[src/design/cifpr_pkg.sv]
// Constants for the clock flag and peripheral reset block
package cifpr_pkg;

  // ----------------------------------------
  // Register offsets
  // ----------------------------------------
  localparam logic [11:0] INT_OFFSET = 12'h008;
  localparam logic [11:0] RST_OFFSET = 12'h00c;
  localparam logic [11:0] MON_OFFSET = 12'h040;

  // ----------------------------------------
  // Clock interrupt register layout
  // ----------------------------------------
  localparam int NFLAG       = 8;
  localparam int F_INT40K    = 0;
  localparam int F_LS_STB    = 1;
  localparam int F_INT8M     = 2;
  localparam int F_HS_STB    = 3;
  localparam int F_PLL_STB   = 4;
  localparam int F_LS_STUCK  = 5;
  localparam int F_PLL_STUCK = 6;
  localparam int F_HS_STUCK  = 7;
  localparam int NEN         = 7;
  localparam int EN_LSB      = 8;
  localparam int EN_INT40K   = 0;
  localparam int EN_LS       = 1;
  localparam int EN_INT8M    = 2;
  localparam int EN_HS       = 3;
  localparam int EN_PLL      = 4;
  localparam int CLR_LSB     = 16;
  localparam int MON_NMI     = 0;
  localparam logic [31:0] INT_RESET = 32'h0000_0000;

  // ----------------------------------------
  // Peripheral reset register layout
  // ----------------------------------------
  localparam int RB_CFG    = 0;
  localparam int RB_CMP    = 1;
  localparam int RB_ADCA   = 9;
  localparam int RB_ADCB   = 10;
  localparam int RB_TMR0   = 11;
  localparam int RB_SPI0   = 12;
  localparam int RB_TMR7   = 13;
  localparam int RB_USART0 = 14;
  localparam int RB_ADV19  = 20;
  localparam int RB_ADV20  = 21;
  localparam int RB_CANA   = 30;
  localparam int RB_CANB   = 31;
  localparam logic [31:0] RST_MASK  = 32'hc030_7e03;
  localparam logic [31:0] RST_RESET = 32'h0000_0000;

endpackage

[src/design/cifpr_flag_if.sv]
// Carrier between the register logic and the flag bank
`timescale 1ns/1ns
`default_nettype none
interface cifpr_flag_if #(parameter int N = 8);
  logic [N-1:0] set;
  logic [N-1:0] clr;
  logic [N-1:0] flag;
  modport bank (input set, input clr, output flag);
  modport ctrl (output set, output clr, input flag);
endinterface
`default_nettype wire

[src/design/cifpr_flag_bank.sv]
// Sticky event flags: hardware sets, software clears, set wins
`timescale 1ns/1ns
`default_nettype none
module cifpr_flag_bank #(
  parameter int N = 8
) (
  // Clock and reset
  input wire logic    pclk,
  input wire logic    presetn,
  // Set, clear and state
  cifpr_flag_if.bank  fb
);

  // ----------------------------------------
  // Flags
  // ----------------------------------------
  always_ff @(posedge pclk or negedge presetn) begin
    if (!presetn) begin
      fb.flag <= '0;
    end else begin
      fb.flag <= (fb.flag & ~fb.clr) | fb.set;
    end
  end
endmodule
`default_nettype wire

[src/design/cifpr_top.sv]
// Clock stabilization and monitor flags with peripheral reset register
//
// Local design decision: the APB slave port.
`timescale 1ns/1ns
`default_nettype none
module cifpr_top
  import cifpr_pkg::*;
#(
  parameter int ADDR_W = 12
) (
  // APB slave
  input  wire logic              pclk,
  input  wire logic              presetn,
  input  wire logic              psel,
  input  wire logic              penable,
  input  wire logic              pwrite,
  input  wire logic [ADDR_W-1:0] paddr,
  input  wire logic [31:0]       pwdata,
  input  wire logic [3:0]        pstrb,
  output var  logic [31:0]       prdata,
  output var  logic              pready,
  output var  logic              pslverr,
  // Clock monitor detections
  input  wire logic              hs_crystal_stuck_det,
  input  wire logic              pll_stuck_det,
  input  wire logic              ls_crystal_stuck_det,
  // Oscillator stable indications
  input  wire logic              pll_stable,
  input  wire logic              hs_crystal_stable,
  input  wire logic              int8m_osc_stable,
  input  wire logic              ls_crystal_stable,
  input  wire logic              int40k_osc_stable,
  // Clock monitor control
  output logic                   clock_monitor_nmi_enable,
  // Peripheral reset holds
  output logic                   can_ctrl_b_reset,
  output logic                   can_ctrl_a_reset,
  output logic                   adv_timer_twenty_reset,
  output logic                   adv_timer_nineteen_reset,
  output logic                   serial_port_zero_reset,
  output logic                   timer_seven_reset,
  output logic                   spi_zero_reset,
  output logic                   timer_zero_reset,
  output logic                   converter_b_reset,
  output logic                   converter_a_reset,
  output logic                   comparator_reset,
  output logic                   sys_config_reset
);

  // ----------------------------------------
  // Helpers
  // ----------------------------------------
  function automatic logic [31:0] lane_mask(input logic [3:0] s);
    logic [31:0] m;
    m = '0;
    for (int i = 0; i < 4; i++) begin
      m[i*8 +: 8] = {8{s[i]}};
    end
    return m;
  endfunction

  function automatic logic [31:0] merge(input logic [31:0] old,
                                        input logic [31:0] wd,
                                        input logic [3:0]  s);
    return (old & ~lane_mask(s)) | (wd & lane_mask(s));
  endfunction

  function automatic logic hit(input logic [ADDR_W-1:0] a,
                               input logic [11:0]       off);
    return a[11:0] == off;
  endfunction

  // ----------------------------------------
  // Declarations
  // ----------------------------------------
  logic [31:0]    rst_reg;
  logic [NEN-1:0] int_en;
  logic [NFLAG-1:0] raw_evt;
  logic [NFLAG-1:0] sync1;
  logic [NFLAG-1:0] sync2;
  logic [NFLAG-1:0] prev;
  logic [NFLAG-1:0] evt_rise;
  logic [NFLAG-1:0] evt_gate;
  logic [NFLAG-1:0] next_clr;
  logic [31:0]    wmask;
  logic           access;
  logic           wr_int;
  logic           wr_rst;
  logic           wr_mon;
  logic           nmi_set_wr;
  logic           mapped;

  cifpr_flag_if #(.N(NFLAG)) fi ();

  // ----------------------------------------
  // APB decode
  // ----------------------------------------
  assign access = psel && penable && pready;
  assign mapped = hit(paddr, INT_OFFSET) || hit(paddr, RST_OFFSET) ||
                  hit(paddr, MON_OFFSET);
  assign wr_int = access && pwrite && hit(paddr, INT_OFFSET);
  assign wr_rst = access && pwrite && hit(paddr, RST_OFFSET);
  assign wr_mon = access && pwrite && hit(paddr, MON_OFFSET);
  assign wmask  = lane_mask(pstrb);

  // Answer one cycle after setup
  always_ff @(posedge pclk or negedge presetn) begin
    if (!presetn) begin
      pready <= 1'b0;
    end else begin
      pready <= psel && !penable;
    end
  end

  always_ff @(posedge pclk or negedge presetn) begin
    if (!presetn) begin
      pslverr <= 1'b0;
    end else begin
      pslverr <= psel && !penable && !mapped;
    end
  end

  // Read data is captured in the setup cycle
  always_ff @(posedge pclk or negedge presetn) begin
    if (!presetn) begin
      prdata <= '0;
    end else if (psel && !penable) begin
      if (pwrite || !mapped) begin
        prdata <= '0;
      end else if (hit(paddr, INT_OFFSET)) begin
        prdata <= INT_RESET | {17'h0_0000, int_en, fi.flag};
      end else if (hit(paddr, RST_OFFSET)) begin
        prdata <= rst_reg;
      end else begin
        prdata <= {31'h0000_0000, clock_monitor_nmi_enable};
      end
    end
  end

  // ----------------------------------------
  // Enables
  // ----------------------------------------
  always_ff @(posedge pclk or negedge presetn) begin
    if (!presetn) begin
      int_en <= '0;
    end else if (wr_int) begin
      int_en <= (pwdata[EN_LSB +: NEN] & wmask[EN_LSB +: NEN]) |
                (int_en & ~wmask[EN_LSB +: NEN]);
    end
  end

  always_ff @(posedge pclk or negedge presetn) begin
    if (!presetn) begin
      clock_monitor_nmi_enable <= 1'b0;
    end else if (wr_mon && pstrb[0]) begin
      clock_monitor_nmi_enable <= pwdata[MON_NMI];
    end
  end

  // ----------------------------------------
  // Event capture
  // ----------------------------------------
  assign raw_evt = {hs_crystal_stuck_det, pll_stuck_det,
                    ls_crystal_stuck_det, pll_stable,
                    hs_crystal_stable, int8m_osc_stable,
                    ls_crystal_stable, int40k_osc_stable};

  always_ff @(posedge pclk or negedge presetn) begin
    if (!presetn) begin
      sync1 <= '0;
      sync2 <= '0;
      prev  <= '0;
    end else begin
      sync1 <= raw_evt;
      sync2 <= sync1;
      prev  <= sync2;
    end
  end

  assign evt_rise = sync2 & ~prev;
  // Monitor flags set unconditionally, stable flags need their enable
  assign evt_gate = {3'b111, int_en[EN_PLL], int_en[EN_HS],
                     int_en[EN_INT8M], int_en[EN_LS],
                     int_en[EN_INT40K]};
  assign fi.set = evt_rise & evt_gate;

  // ----------------------------------------
  // Flag clears
  // ----------------------------------------
  assign nmi_set_wr = wr_mon && pstrb[0] && pwdata[MON_NMI];

  always_comb begin
    next_clr = '0;
    if (wr_int && pstrb[2]) begin
      next_clr = pwdata[CLR_LSB +: NFLAG];
    end
    if (nmi_set_wr) begin
      next_clr[F_HS_STUCK] = 1'b1;
    end
  end
  assign fi.clr = next_clr;

  cifpr_flag_bank #(.N(NFLAG)) u_flags (
    .pclk    (pclk),
    .presetn (presetn),
    .fb      (fi)
  );

  // ----------------------------------------
  // Peripheral reset register
  // ----------------------------------------
  always_ff @(posedge pclk or negedge presetn) begin
    if (!presetn) begin
      rst_reg <= RST_RESET;
    end else if (wr_rst) begin
      rst_reg <= merge(rst_reg, pwdata, pstrb) & RST_MASK;
    end
  end

  assign can_ctrl_b_reset         = rst_reg[RB_CANB];
  assign can_ctrl_a_reset         = rst_reg[RB_CANA];
  assign adv_timer_twenty_reset   = rst_reg[RB_ADV20];
  assign adv_timer_nineteen_reset = rst_reg[RB_ADV19];
  assign serial_port_zero_reset   = rst_reg[RB_USART0];
  assign timer_seven_reset        = rst_reg[RB_TMR7];
  assign spi_zero_reset           = rst_reg[RB_SPI0];
  assign timer_zero_reset         = rst_reg[RB_TMR0];
  assign converter_b_reset        = rst_reg[RB_ADCB];
  assign converter_a_reset        = rst_reg[RB_ADCA];
  assign comparator_reset         = rst_reg[RB_CMP];
  assign sys_config_reset         = rst_reg[RB_CFG];
endmodule
`default_nettype wire

[config.mk]
export PLATFORM = sky130hd
export DESIGN_NAME = cifpr_top
export DESIGN_NICKNAME = d
export VERILOG_FILES = /design/src/design/cifpr_pkg.sv /design/src/design/cifpr_flag_if.sv /design/src/design/cifpr_flag_bank.sv /design/src/design/cifpr_top.sv
export SDC_FILE = /design/constraint.sdc
export NUM_CORES = 1
export LEC_CHECK = 0
export BUFFER_PORTS_ARGS = -buffer_cell sky130_fd_sc_hd__buf_2
export CAP_MARGIN = 40
export CORE_MARGIN = 10
export CORE_UTILIZATION = 52
export DETAILED_ROUTE_END_ITERATION = 10
export PLACE_DENSITY = 0.84
export SLEW_MARGIN = 20
export SYNTH_ARGS = -nofsm -noshare
export SYNTH_HDL_FRONTEND = slang
export SYNTH_SLANG_ARGS = --single-unit
export TNS_END_PERCENT = 1
[constraint.sdc]
create_clock -name pclk -period 5.25 [get_ports pclk]
set_input_delay 0.7875 -clock pclk [delete_from_list [all_inputs] [get_ports pclk]]
set_output_delay 0.7875 -clock pclk [all_outputs]
set_load 0.01 [all_outputs]
== Word level (Yosys, flattened, before mapping) ==
Index checks and enable logic that the tools add are counted.

* Output and inout bits: 47
* Register bits after elaboration: 86

* Multiplexer cells: 5
* Reduce and logical (&&, ||, !) cells: 16
* Bitwise gates (word level): 14
* Equal/unequal tests: 3

{| class="wikitable"
|+ Operators with widths
! operator !! number
|-
| $mux W32 || 3
|-
| $and A32 B32 Y32 || 2
|-
| $not A32 Y32 || 1
|-
| $or A32 B32 Y32 || 1
|-
| $and A8 B8 Y8 || 3
|-
| $eq A12 B4 Y1 const B || 2
|-
| $not A8 Y8 || 2
|-
| $and A7 B7 Y7 || 2
|-
| $eq A12 B7 Y1 const B || 1
|-
| $logic_and A1 B1 Y1 || 11
|-
| $mux W8 || 1
|-
| $or A8 B8 Y8 || 1
|-
| $not A7 Y7 || 1
|-
| $or A7 B7 Y7 || 1
|-
| $logic_or A1 B1 Y1 || 3
|-
| $logic_not A1 Y1 || 2
|-
| $mux W1 || 1
|}

== Depth between registers and ports, before layout ==
Gate-level depths: netlist of run 1.

* Word-level depth: 10
* Gate-level depth with buffers: 5
* Gate-level depth less buffers: 4

== Modules after synthesis ==
Synthesis of run 1 repeated with hierarchy kept, for this count alone.

* Cells, all modules: 210
* Area total of the unflattened synthesis: 2869.0 µm²

{| class="wikitable"
|+ Modules (own cells, without submodules)
! module !! cells an instance !! instances !! area an instance (µm²) !! seq. area each (µm²)
|-
| cifpr_top || 186 || 1 || 2578.7 || 1626.6
|-
| cifpr_flag_bank || 24 || 1 || 290.3 || 200.2
|}

== Least setup slack after synthesis of run 1 ==
No wires, ideal clock.

* Path type: input to register
* Start point: in paddr[11]
* End point: reg u_flags.fb.flag[7]
* Setup slack: 2457 ps
* Arrival time: 2671 ps
* Stages: 5
* Path through: or4_4 -> or4_1 -> buf_2 -> or4_4 -> a32o_1

* Word-level cells in the longest chain between the ends: 8
* Elaborated cells between the ends (all ways): 12

{| class="wikitable"
|+ Ends and longest elaborated chain
! element !! RTL line !! text
|-
| from (decl) || cifpr_top.sv:17 || <nowiki>input wire logic [ADDR_W-1:0] paddr,</nowiki>
|-
| $eq A12 B4 Y1 or $eq A12 B7 Y1 (tied branches) || cifpr_top.sv:70 || <nowiki>return a[11:0] == off;</nowiki>
|-
| $logic_and A1 B1 Y1 (on tied branches) || cifpr_top.sv:101, cifpr_top.sv:103 ||
|-
| $logic_and A1 B1 Y1 (on tied branches) || cifpr_top.sv:194, cifpr_top.sv:190 ||
|-
| $mux W8 or $logic_and A1 B1 Y1 (tied branches) || cifpr_top.sv:194, cifpr_top.sv:190 ||
|-
| $mux W1 (*) || cifpr_top.sv:197 || <nowiki>if (nmi_set_wr) begin</nowiki>
|-
| $not A8 Y8 (*) || cifpr_flag_bank.sv:21 || <nowiki>fb.flag <= (fb.flag & ~fb.clr) | fb.set;</nowiki>
|-
| $and A8 B8 Y8 (*) || cifpr_flag_bank.sv:21 ||
|-
| $or A8 B8 Y8 (*) || cifpr_flag_bank.sv:21 ||
|-
| to (signal assigned) || cifpr_flag_bank.sv:21 ||
|-
| to (decl) || cifpr_flag_if.sv:8 || <nowiki>modport bank (input set, input clr, output flag);</nowiki>
|}

Every way passes the cells marked *; elsewhere a longest branch is shown, timed or not.
A chain may end at the register's enable or synchronous reset.

== Worst setup path after layout of run 1 ==
* Start point: in paddr[11]
* End point: reg prdata[21]

* Word-level cells in the longest chain between the ends: 6
* Elaborated cells between the ends (all ways): 10

{| class="wikitable"
|+ Ends and longest elaborated chain
! element !! RTL line !! text
|-
| $eq A12 B4 Y1 || cifpr_top.sv:70 ||
|-
| $logic_or A1 B1 Y1 (2 in series) || cifpr_top.sv:99 || <nowiki>assign mapped = hit(paddr, INT_OFFSET) || hit(paddr, RST_OFFSET) ||</nowiki>
|-
| $logic_not A1 Y1 || cifpr_top.sv:128 || <nowiki>if (pwrite || !mapped) begin</nowiki>
|-
| $logic_or A1 B1 Y1 || cifpr_top.sv:128 ||
|-
| $mux W32 (*) || cifpr_top.sv:128 ||
|-
| to (signal assigned) || cifpr_top.sv:131 || <nowiki>prdata <= INT_RESET | {17'h0_0000, int_en, fi.flag};</nowiki>
|-
| to (signal assigned) || cifpr_top.sv:133 || <nowiki>prdata <= rst_reg;</nowiki>
|-
| to (signal assigned) || cifpr_top.sv:135 || <nowiki>prdata <= {31'h0000_0000, clock_monitor_nmi_enable};</nowiki>
|-
| to (decl) || cifpr_top.sv:20 || <nowiki>output var logic [31:0] prdata,</nowiki>
|}

Marked as above.

==> results.txt, run 1 <==
* Outcome: finished, final reports clean
- Summed negative setup slack over all endpoints: 0 ns
- CTS Hold Buffers Added: 0
* Vias per Instance: 5.21
- In this run the most critical hold path is launched from sync1[0].
- Post-Route Hold Slack: 0.352 ns
* Maximum fanout along the worst path: 6
- Drt total wl: 6490 um
- Routability-driven placement finished with a final weighted congestion of 0.835.
- The number of max-slew violations in the final report is 0.
- Counting the fill cells in the layout gives 397.
* # resized after CTS: 0
- Number of H-tree levels: 3
* Final WS setup: 2.50 ns
* Period Utilization, post-route: 0.524
- STA classifies the critical path startpoint as a primary input.
- Drc violations: 0
* Clock skew after layout: 0.00716 ns
- Setup repair after global routing missed its margin: false
* DR pass1 iterations: 4
- Counting cells, the worst reg-to-reg path comes to 5.
* Setup slack of the worst register-to-register path: 3.26 ns
* Clock root cell: sky130_fd_sc_hd__clkbuf_8
- Core area: 5140 um2
- The initial utilization of the core area, before any placement, comes to 0.542.
- From left edge to right edge, the die measures 93.2 um.
- Number of setup buffers added after CTS: 0
- The worst setup path is of the primary input to register kind.
- Detailed placement finished with a half-perimeter wire length of 4800 um.
* Data required time of the worst path: 5.53 ns
- Design Area, Final: 3540 um2
* Instance area at placement: 3250 um2
- The hold violation total from the final report came to 0.
- Number of core rows: 26
- In this run, distinct cell masters in the synthesized netlist total 29.
- The number of global-route vias before repair was 2012.
* Remaining global-route overflow: 0
- DR WL/cell: 17.9 um
- Rel. slew slack: 0.478
- Maximum clock rate: 364 MHz
- Final Net Count: 349
- TritonCTS clock tree: yes
- For this run, the total global-route usage over all layers was measured as 0.155.
* Path type of the worst min-delay path: register to register
- Synthesized netlist cell count: 203
- Max-cap violations in this run came to 0.
- Yosys printed 0 warnings.
* First-pass GRT wire length: 10400 um
- Area growth from synthesis to final layout: 27.1%
- Power per Cell Area: 354 nW/um2
- Count of boundary I/O pins: 108
- Measured along the y axis, the die boundary spans 93.2 um.
* Sinks on the clock net: 73
- The number of antenna diodes in the final layout is 0.
- The cell area that synthesis handed to floorplanning was 2790 um2.
- Number of antenna-violating nets in the routed design: 0
- DR iter-0 viols: 106
* Post-synthesis sequential area ratio: 0.655
* DIE AREA: 8690 um2
- The startpoint identified for the worst register-to-register timing path is pready.
* Register clock-pin slew on the reported worst setup and hold paths: 0.08 ns
- Count of input and output buffers: 81
- Number of antenna violations at the first check in global routing: 0
- At the worst endpoint, the arrival time is 3.03 ns.
- Largest net degree at the start of global routing: 48
- Vias: 1890
* Final setup viols: 0
- Share of cells above drive strength 1: 0.423
- Post-Syn Area per Cell: 13.7 um2
- At the pin with the least slew margin, the transition time is 0.776 ns.
- The worst setup path is captured at a register.
* Number of clock buffers inserted by TritonCTS: 9
- Clock period minus final worst setup slack: 2.75 ns
* P_leak: 1.88 nW
- Post-Place Setup Slack: 2.14 ns
- In this run the deepest clock path goes through 2 buffers.
* Number of cells on the worst hold path: 0
* Source-to-sink clock delay at the later pin of the worst-skew pair: 0.34 ns
* Largest vdd supply drop: 246 uV
- For hold timing, the worst endpoint is sync2[0].
- Number of synthesized register bits: 73
[worst max-delay path by stage]
stage,startpoint,depth (start not counted),endpoint
final,paddr[11],5,prdata[21]
after global placement,paddr[11],5,prdata[30]
after floorplan,paddr[11],5,u_flags.fb.flag[7]
after detailed placement,paddr[11],5,prdata[31]
after CTS,paddr[11],5,prdata[21]
after global routing,paddr[11],5,prdata[21]
[layer usage]
layer  share of wire  global-route usage  vias up  wire, um
met5               0                   0        -         0
met4           0.017              0.0694        0       108
met3           0.097              0.0655        9       629
met2            0.47               0.246       75      3050
met1            0.42               0.178      933      2700
li1                -                   -      873         -
[Yosys cell counts]
cell type | count | share of area
sky130_fd_sc_hd__nand4_1 | 1 | 0.0022
sky130_fd_sc_hd__or4_4 | 3 | 0.012
sky130_fd_sc_hd__or4b_2 | 1 | 0.0036
sky130_fd_sc_hd__a32o_1 | 11 | 0.039
sky130_fd_sc_hd__nand3_1 | 8 | 0.014
sky130_fd_sc_hd__nor2_1 | 3 | 0.0040
sky130_fd_sc_hd__a21oi_1 | 1 | 0.0018
sky130_fd_sc_hd__o31ai_1 | 1 | 0.0027
sky130_fd_sc_hd__clkbuf_1 | 6 | 0.0081
sky130_fd_sc_hd__o21ai_0 | 8 | 0.014
sky130_fd_sc_hd__a22o_1 | 9 | 0.028
sky130_fd_sc_hd__inv_1 | 10 | 0.013
sky130_fd_sc_hd__dfrtp_1 | 73 | 0.66
sky130_fd_sc_hd__mux2i_1 | 8 | 0.029
sky130_fd_sc_hd__or3_1 | 1 | 0.0022
sky130_fd_sc_hd__nor4_1 | 2 | 0.0045
sky130_fd_sc_hd__o41ai_1 | 1 | 0.0031
sky130_fd_sc_hd__buf_2 | 2 | 0.0036
sky130_fd_sc_hd__buf_4 | 13 | 0.035
sky130_fd_sc_hd__and3_1 | 4 | 0.0090
sky130_fd_sc_hd__nand2_1 | 10 | 0.013
sky130_fd_sc_hd__buf_1 | 1 | 0.0013
sky130_fd_sc_hd__and3b_1 | 1 | 0.0031
sky130_fd_sc_hd__nand2b_1 | 2 | 0.0045
sky130_fd_sc_hd__mux2_2 | 19 | 0.077
sky130_fd_sc_hd__nor2b_1 | 1 | 0.0022
sky130_fd_sc_hd__nor4b_4 | 1 | 0.0085
sky130_fd_sc_hd__conb_1 | 1 | 0.0013
sky130_fd_sc_hd__or4_1 | 1 | 0.0027
[worst max-delay path, stage by stage]
cell and delay, ns:
sky130_fd_sc_hd__buf_2 0.10, sky130_fd_sc_hd__or4_4 0.54, sky130_fd_sc_hd__or4_1 0.63, sky130_fd_sc_hd__nor4_1 0.70
sky130_fd_sc_hd__a32o_1 0.27
[cells by family after synthesis]
logic type / share of synthesized area
simple gates: 0.0866
other cells: 0.00135
mux: 0.105
flops: 0.655
buf+inv: 0.0615
compound gates: 0.0898
[report_power, final]
group | switching, mW | total (mW) | internal (mW)
sequential | 0.00363 | 0.576 | 0.572
combinational | 0.0333 | 0.0536 | 0.0203
clock | 0.199 | 0.624 | 0.425
[cell usage in the layout, fill, tap and decap left out, drive strengths merged, types with 9 or more instances in the layout]
master | synthesis | routed
conb | 1 | 13
a32o | 11 | 11
a22o | 9 | 9
dfrtp | 73 | 73
mux2 | 19 | 19
clkbuf | 6 | 11
buf | 16 | 84
inv | 10 | 10
nand2 | 10 | 10
[stage by stage]
step	utilization	total power [mW]	std cells
2_1_floorplan	-	0.609	215
3_3_place_gp	0.624	0.635	345
3_5_place_dp	0.632	0.641	347
4_1_cts	0.689	1.26	363
5_1_grt	0.689	1.30	363
6_report	0.689	1.25	363
[area by class of cell]
class / instances / area (um2) / share of cell area
timing repair buffer: 84 / 458 / 0.129
multi-input combinational: 110 / 841 / 0.237
clock buffer: 11 / 141 / 0.0399
inverter: 10 / 37.5 / 0.0106
clock inverter: 5 / 150 / 0.0424
tap: 70 / 87.6 / 0.0247
sequential: 73 / 1830 / 0.516
Power figures use the tool's default switching activity.
==> run 2, diff against run 1 <==
--- a/config.mk
+++ b/config.mk
@@ -8,9 +8,9 @@
 export BUFFER_PORTS_ARGS = -buffer_cell sky130_fd_sc_hd__buf_2
 export CAP_MARGIN = 40
 export CORE_MARGIN = 10
-export CORE_UTILIZATION = 52
+export CORE_UTILIZATION = 43
 export DETAILED_ROUTE_END_ITERATION = 10
-export PLACE_DENSITY = 0.84
+export PLACE_DENSITY = 0.75
 export SLEW_MARGIN = 20
 export SYNTH_ARGS = -nofsm -noshare
 export SYNTH_HDL_FRONTEND = slang
==> constraint.sdc (replaced) <==
create_clock -name pclk -period 2.2 [get_ports pclk]
set_input_delay 0.33 -clock pclk [delete_from_list [all_inputs] [get_ports pclk]]
set_output_delay 0.33 -clock pclk [all_outputs]
set_load 0.01 [all_outputs]
==> run 2 against run 1 <==
Effect of this change: core utilization decreased by 13 points; via count grew 3.5%; wire length up 4.2%; non-clock buffer count is 14 higher; critical path depth unchanged; clock power grew 56%; power grew 98%; setup slack got worse by 2.3 ns; worst hold slack worse by 0.27 ns; critical path type unchanged; largest cell class unchanged; highest routed layer unchanged.
==> results.txt, run 2 (same netlist as run 1, synthesis figures left out) <==
* Outcome: finished, final reports clean
- The worst hold path begins at hs_crystal_stuck_det.
- 108 I/O pins were placed.
* Via count of the first global-routing pass: 2087
* Setup repair after global routing missed its margin: false
* Final Net Count: 363
- The worst path in the final design needs a cycle of 2.03 ns, including I/O delays and setup.
- Setup total negative slack on the finished layout was measured at 0 ns.
- Maximum clock rate: 494 MHz
- The count of nets left with antenna violations once routing finished came out at 0.
- First-pass GRT wire length: 10800 um
- Number of setup buffers added after CTS: 0
* Critical Path Sink Type: register
- The initial antenna violation count was 0.
- Overall track demand over capacity in global routing: 0.138
- Number of core rows: 29
* Vias: 1957
- The share of total power dissipated in the clock network is 0.393.
* Sinks on the clock net: 73
- Net switching power: 0.616 mW
* Switching Fraction: 0.248
- The critical path is of the primary input to register type.
* Instance area at placement: 3350 um2
- At the worst endpoint, the arrival time is 2.29 ns.
- Number of buffers on the longest clock path: 2
- Summed over all cells, the static leakage comes to 1.89 nW.
- The die is 101 um wide.
- Period Utilization, post-route: 0.921
- The tree is rooted in a sky130_fd_sc_hd__clkbuf_8.
- Final WS setup: 0.175 ns
* Share of cells above drive strength 1: 0.453
- Source-to-sink clock delay at the later pin of the worst-skew pair: 0.34 ns
* Largest net degree at the start of global routing: 43
- Total power consumption of the routed design: 2.48 mW
- Initial Utilization: 0.442
* Sequential fraction of design power: 0.553
- From bottom edge to top edge, the die measures 101 um.
* Drc violations: 0
- Rel. slew slack: 0.634
- The hold violation total from the final report was 0.
* Leading cell type in the layout, fill and taps excluded: sky130_fd_sc_hd__buf_2
- Post-Route Hold Slack: 0.0854 ns
- The finished layout holds 384 standard cells, fillers aside.
- In this run the standard cell core region covers 6310 um2.
* Vias per Instance: 5.10
- Summed over all layers, the global routing overflow is 0.
- The congestion estimate from routability-driven global placement came to 0.812.
- Register clock-pin slew on the reported worst setup and hold paths: 0.08 ns
- The number of max-slew violations in the final report is 0.
- After the first detailed-routing iteration, the DRC count stood at 54.
* Transition at the pin with the smallest max-transition slack: 0.550 ns
- In this run the critical register-to-register path is launched from pready.
- Path type of the worst min-delay path: primary input to register
- Largest vdd supply drop: 451 uV
- The finished cells cover 3540 um2.
* DR pass1 iterations: 4
- Of the total power, combinational logic draws 0.054.
- Of all nets on the critical path, the largest fanout is 7.
* Area growth from synthesis to final layout: 27.1%
- DP Wirelength: 5160 um
- Total of max-cap violations: 0
- Critical path launch point: paddr[11]
- Count of input and output buffers: 81
* Total placed cells including tap cells: 367
- Final core utilization: 0.561
- TritonCTS clock tree: yes
- Data required time of the worst path: 2.47 ns
* Final setup viols: 0
- Design internal power: 1.87 mW
- Total inserted antenna cells: 0
* Post-Place Setup Slack: -0.217 ns
- The top cell types in the final layout, fill and taps aside, are sky130_fd_sc_hd__buf_2 (80), sky130_fd_sc_hd__dfrtp_1 (73), sky130_fd_sc_hd__mux2_2 (19), sky130_fd_sc_hd__buf_4 (16), sky130_fd_sc_hd__conb_1 (13).
- TritonCTS created 9 clock buffers.
* DR WL/cell: 17.6 um
- DIE AREA: 10100 um2
- The final layout contains routed wiring with a total length of 6760 um.
- Between clock sinks in the finished design, the worst skew comes to 0.00446 ns.
- Number of H-tree levels: 3
- Setup crit start kind: primary input
- Dividing total power by cell area gives a power density of 701 nW/um2.
## run 2: final cells by class
cell class | count | area (um2)
fillers | 580 | 2770
flip-flops and latches | 73 | 1830
inverters | 10 | 37.5
clock buffers | 10 | 138
repair buffers | 98 | 551
multi-input cells | 110 | 845
clock inverters | 6 | 50.0
well taps | 77 | 96.3
## run 2: path summary, 6_finish.rpt
check | slack [ns] | endpoint | depth (start not counted)
worst max-delay path | 0.17 | prdata[11] | 5
worst min-delay path | 0.09 | sync1[7] | 1
worst max register to register | 0.44 | register | 6
worst min register to register | 0.35 | sync2[2] | 0
max in group asynchronous | 1.14 | prdata[3] | 3
min in group asynchronous | 0.50 | sync1[2] | 2
## run 2: metal layers
metal	track usage	part of all wire
met3	0.0741	0.10
met5	0	0
met4	0.0457	0.0089
met2	0.215	0.48
met1	0.158	0.41
## run 2: repair_timing
item,in CTS,in global routing
hold buffers,1,0
endpoints found under the hold margin,41,0
resized for setup,0,0
## run 2: power groups by stage
stage                     Combinational (mW)  Clock, mW  Sequential [mW]
after CTS                              0.136       1.01             1.37
final                                  0.134      0.976             1.37
after global routing                   0.151       1.07             1.38
after floorplan                       0.0558          0             1.40
after global placement                 0.131          0             1.40
after detailed placement               0.134          0             1.40
## run 2: critical path, cell delays in order
cell	delay (ns)
sky130_fd_sc_hd__buf_2	0.09
sky130_fd_sc_hd__or4_4	0.54
sky130_fd_sc_hd__or4_4	0.56
sky130_fd_sc_hd__or4_4	0.57
sky130_fd_sc_hd__o21ai_0	0.20
==> run 3, diff against run 2 <==
--- a/config.mk
+++ b/config.mk
@@ -8,9 +8,9 @@
 export BUFFER_PORTS_ARGS = -buffer_cell sky130_fd_sc_hd__buf_2
 export CAP_MARGIN = 40
 export CORE_MARGIN = 10
-export CORE_UTILIZATION = 43
+export CORE_UTILIZATION = 48
 export DETAILED_ROUTE_END_ITERATION = 10
-export PLACE_DENSITY = 0.75
+export PLACE_DENSITY = 0.79
 export SLEW_MARGIN = 20
 export SYNTH_ARGS = -nofsm -noshare
 export SYNTH_HDL_FRONTEND = slang
==> constraint.sdc (replaced) <==
create_clock -name pclk -period 2.3 [get_ports pclk]
set_input_delay 0.345 -clock pclk [delete_from_list [all_inputs] [get_ports pclk]]
set_output_delay 0.345 -clock pclk [all_outputs]
set_load 0.01 [all_outputs]
==> run 3 against run 2 <==
Effect of this change: power down 1.7%; via count down 0.41%; sequential share of layout area down 0.47 points; die area down 8.4%; flip-flop and latch count unchanged; clock skew up 0.0024 ns; clock-buffer cell count down 1; combinational power down 5%; final cell count down 1.6%; first-iteration DRC count up 87%; setup slack better by 0.025 ns; global-route usage up 1.2 points.
==> results.txt, run 3 (same netlist as run 1, synthesis figures left out) <==
* Total of max-cap violations: 0
- The region available for standard cell placement spans 5570 um2.
* Sinks on the clock net: 73
* Remaining global-route overflow: 0
- TritonCTS clock tree: yes
- The detail route stage leaves a number of antenna-violating nets equal to 0.
- Vias: 1949
* Area growth from synthesis to final layout: 28.3%
- Number of setup buffers added after CTS: 0
- # resized after CTS: 0
* Largest vdd supply drop: 626 uV
* CTS Hold Buffers Added: 1
- The congestion estimate from routability-driven global placement came to 0.858.
- Share of cells above drive strength 1: 0.451
- Setup total negative slack on the finished layout was measured at 0 ns.
- Final core utilization: 0.642
- Leading cell type in the layout, fill and taps excluded: sky130_fd_sc_hd__buf_2
- Post-Layout Cell Count: 378
- The min-delay analysis places its worst path in the category primary input to register.
- The number of placed instances, taps included, is 361.
* DR pass1 iterations: 4
- Drt total wl: 6740 um
- Clock root cell: sky130_fd_sc_hd__clkbuf_8
* Clock period minus final worst setup slack: 2.10 ns
- First-pass GRT wire length: 10500 um
- Register clock-pin slew on the reported worst setup and hold paths: 0.08 ns
- Die width: 96.2 um
- In this run the top signal layer used is met4.
* P_leak: 1.91 nW
- For this block, wires on met1 add up to 2590 um.
- Across every metal layer, demand over resource in global routing totals 0.150.
* Total power consumption of the routed design: 2.44 mW
- Number of failing hold endpoints at the final stage: 0
* Setup repair after global routing missed its margin: false
- The clock reaches the later pin of the worst-skew pair after 0.34 ns.
- The H-tree was split into 3 levels.
* Data required time of the worst path: 2.57 ns
* Met2 wirelength from detailed routing: 3430 um
- In the final design database the tool counted 362 nets.
* Vias per Instance: 5.16
* Maximum clock rate: 476 MHz
* Count of boundary I/O pins: 108
* Number of core rows: 27
- Along the worst path, the maximum fanout reaches 6.
- Of the available clock period, the critical path in the final layout requires 0.913.
- The library cells used most frequently in the layout, excluding fill and tap cells, are sky130_fd_sc_hd__buf_2 (80), sky130_fd_sc_hd__dfrtp_1 (73), sky130_fd_sc_hd__mux2_2 (19), sky130_fd_sc_hd__conb_1 (13), sky130_fd_sc_hd__buf_4 (13).
- DR iter-0 viols: 101
* Initial Utilization: 0.500
- The worst setup path is of the primary input to register kind.
- Number of antenna violations at the first check in global routing: 0
* Outcome: finished, final reports clean
- Drc violations: 0
- DIE AREA: 9260 um2
- Entering global routing, the biggest net connects 60 pins.
- The worst setup path is launched from a primary input.
- Number of buffers on the longest clock path: 2
- Critical Path Sink Type: register
- Power spread over the standard cell area amounts to 682 nW/um2.
- The number of global-route vias before repair came to 2089.
- Clock skew after layout: 0.00681 ns
- The count of buffers added on input and output ports is 81.
* Total inserted antenna cells: 0
* DR WL/cell: 17.8 um
* Vertical die dimension: 96.2 um
- Number of clock buffers inserted by TritonCTS: 9
- STA puts the critical path data arrival time at 2.37 ns.
- The routed design uses 685 um of met3 wire.
- Setup violations remaining at the end of the flow were counted as 0.
- The wire-length estimate of the detail-placed layout is 5090 um.
- On the final layout, the worst hold slack is 0.105 ns.
- Fin. max-slew vios: 0
[run 3: cell count changes in the layout (fill, tap and decap cells not counted)]
cell                         delta
sky130_fd_sc_hd__clkbuf_8       -1
sky130_fd_sc_hd__buf_12         +1
sky130_fd_sc_hd__buf_16         +1
sky130_fd_sc_hd__bufinv_16      +1
sky130_fd_sc_hd__clkinvlp_4     -1
sky130_fd_sc_hd__clkinv_2       +1
sky130_fd_sc_hd__buf_4          -3
[run 3: worst max-delay path, stage by stage]
cell and delay [ns]:
sky130_fd_sc_hd__buf_2 0.10, sky130_fd_sc_hd__or4_4 0.53, sky130_fd_sc_hd__or4_4 0.59, sky130_fd_sc_hd__nor4_1 0.45
sky130_fd_sc_hd__buf_4 0.20, sky130_fd_sc_hd__a32o_1 0.16
[run 3: worst paths after layout]
path / from / endpoint / slack, ns / depth (start not counted)
setup / recovery: paddr[11] / prdata[30] / 0.20 / 6
hold / removal: pll_stuck_det / sync1[6] / 0.11 / 1
setup reg to reg: pready / register / 0.51 / 6
hold reg to reg: sync1[5] / sync2[5] / 0.35 / 0
max in group asynchronous: presetn / async pin / 1.35 / 3
min in group asynchronous: presetn / prdata[20] / 0.40 / 2
[run 3: per-layer routing]
| metal | global-route usage | vias to the layer above |
|---|---|---|
| li1 | - | 901 |
| met1 | 0.158 | 975 |
| met2 | 0.262 | 69 |
| met3 | 0.0724 | 4 |
| met4 | 0.0405 | 0 |
| met5 | 0 | - |
[run 3: final cells by class]
cell class | count | area (um2)
Fill cell | 453 | 2000
Sequential cell | 73 | 1830
Multi-Input combinational cell | 110 | 845
Timing Repair Buffer | 97 | 576
Clock buffer | 9 | 124
Tap cell | 72 | 90.1
Clock inverter | 7 | 77.6
Inverter | 10 | 37.5
[run 3: power by group]
part           internal (mW)  switching (mW)
Clock                  0.510           0.489
Sequential              1.31         0.00883
Combinational         0.0490          0.0775
[run 3: metrics by stage]
step,area (um2),setup WS [ns]
after floorplan,2840,0.0336
after global routing,3580,0.132
after detailed placement,3360,-0.148
after CTS,3580,0.208
after global placement,3340,-0.132
final,3580,0.200
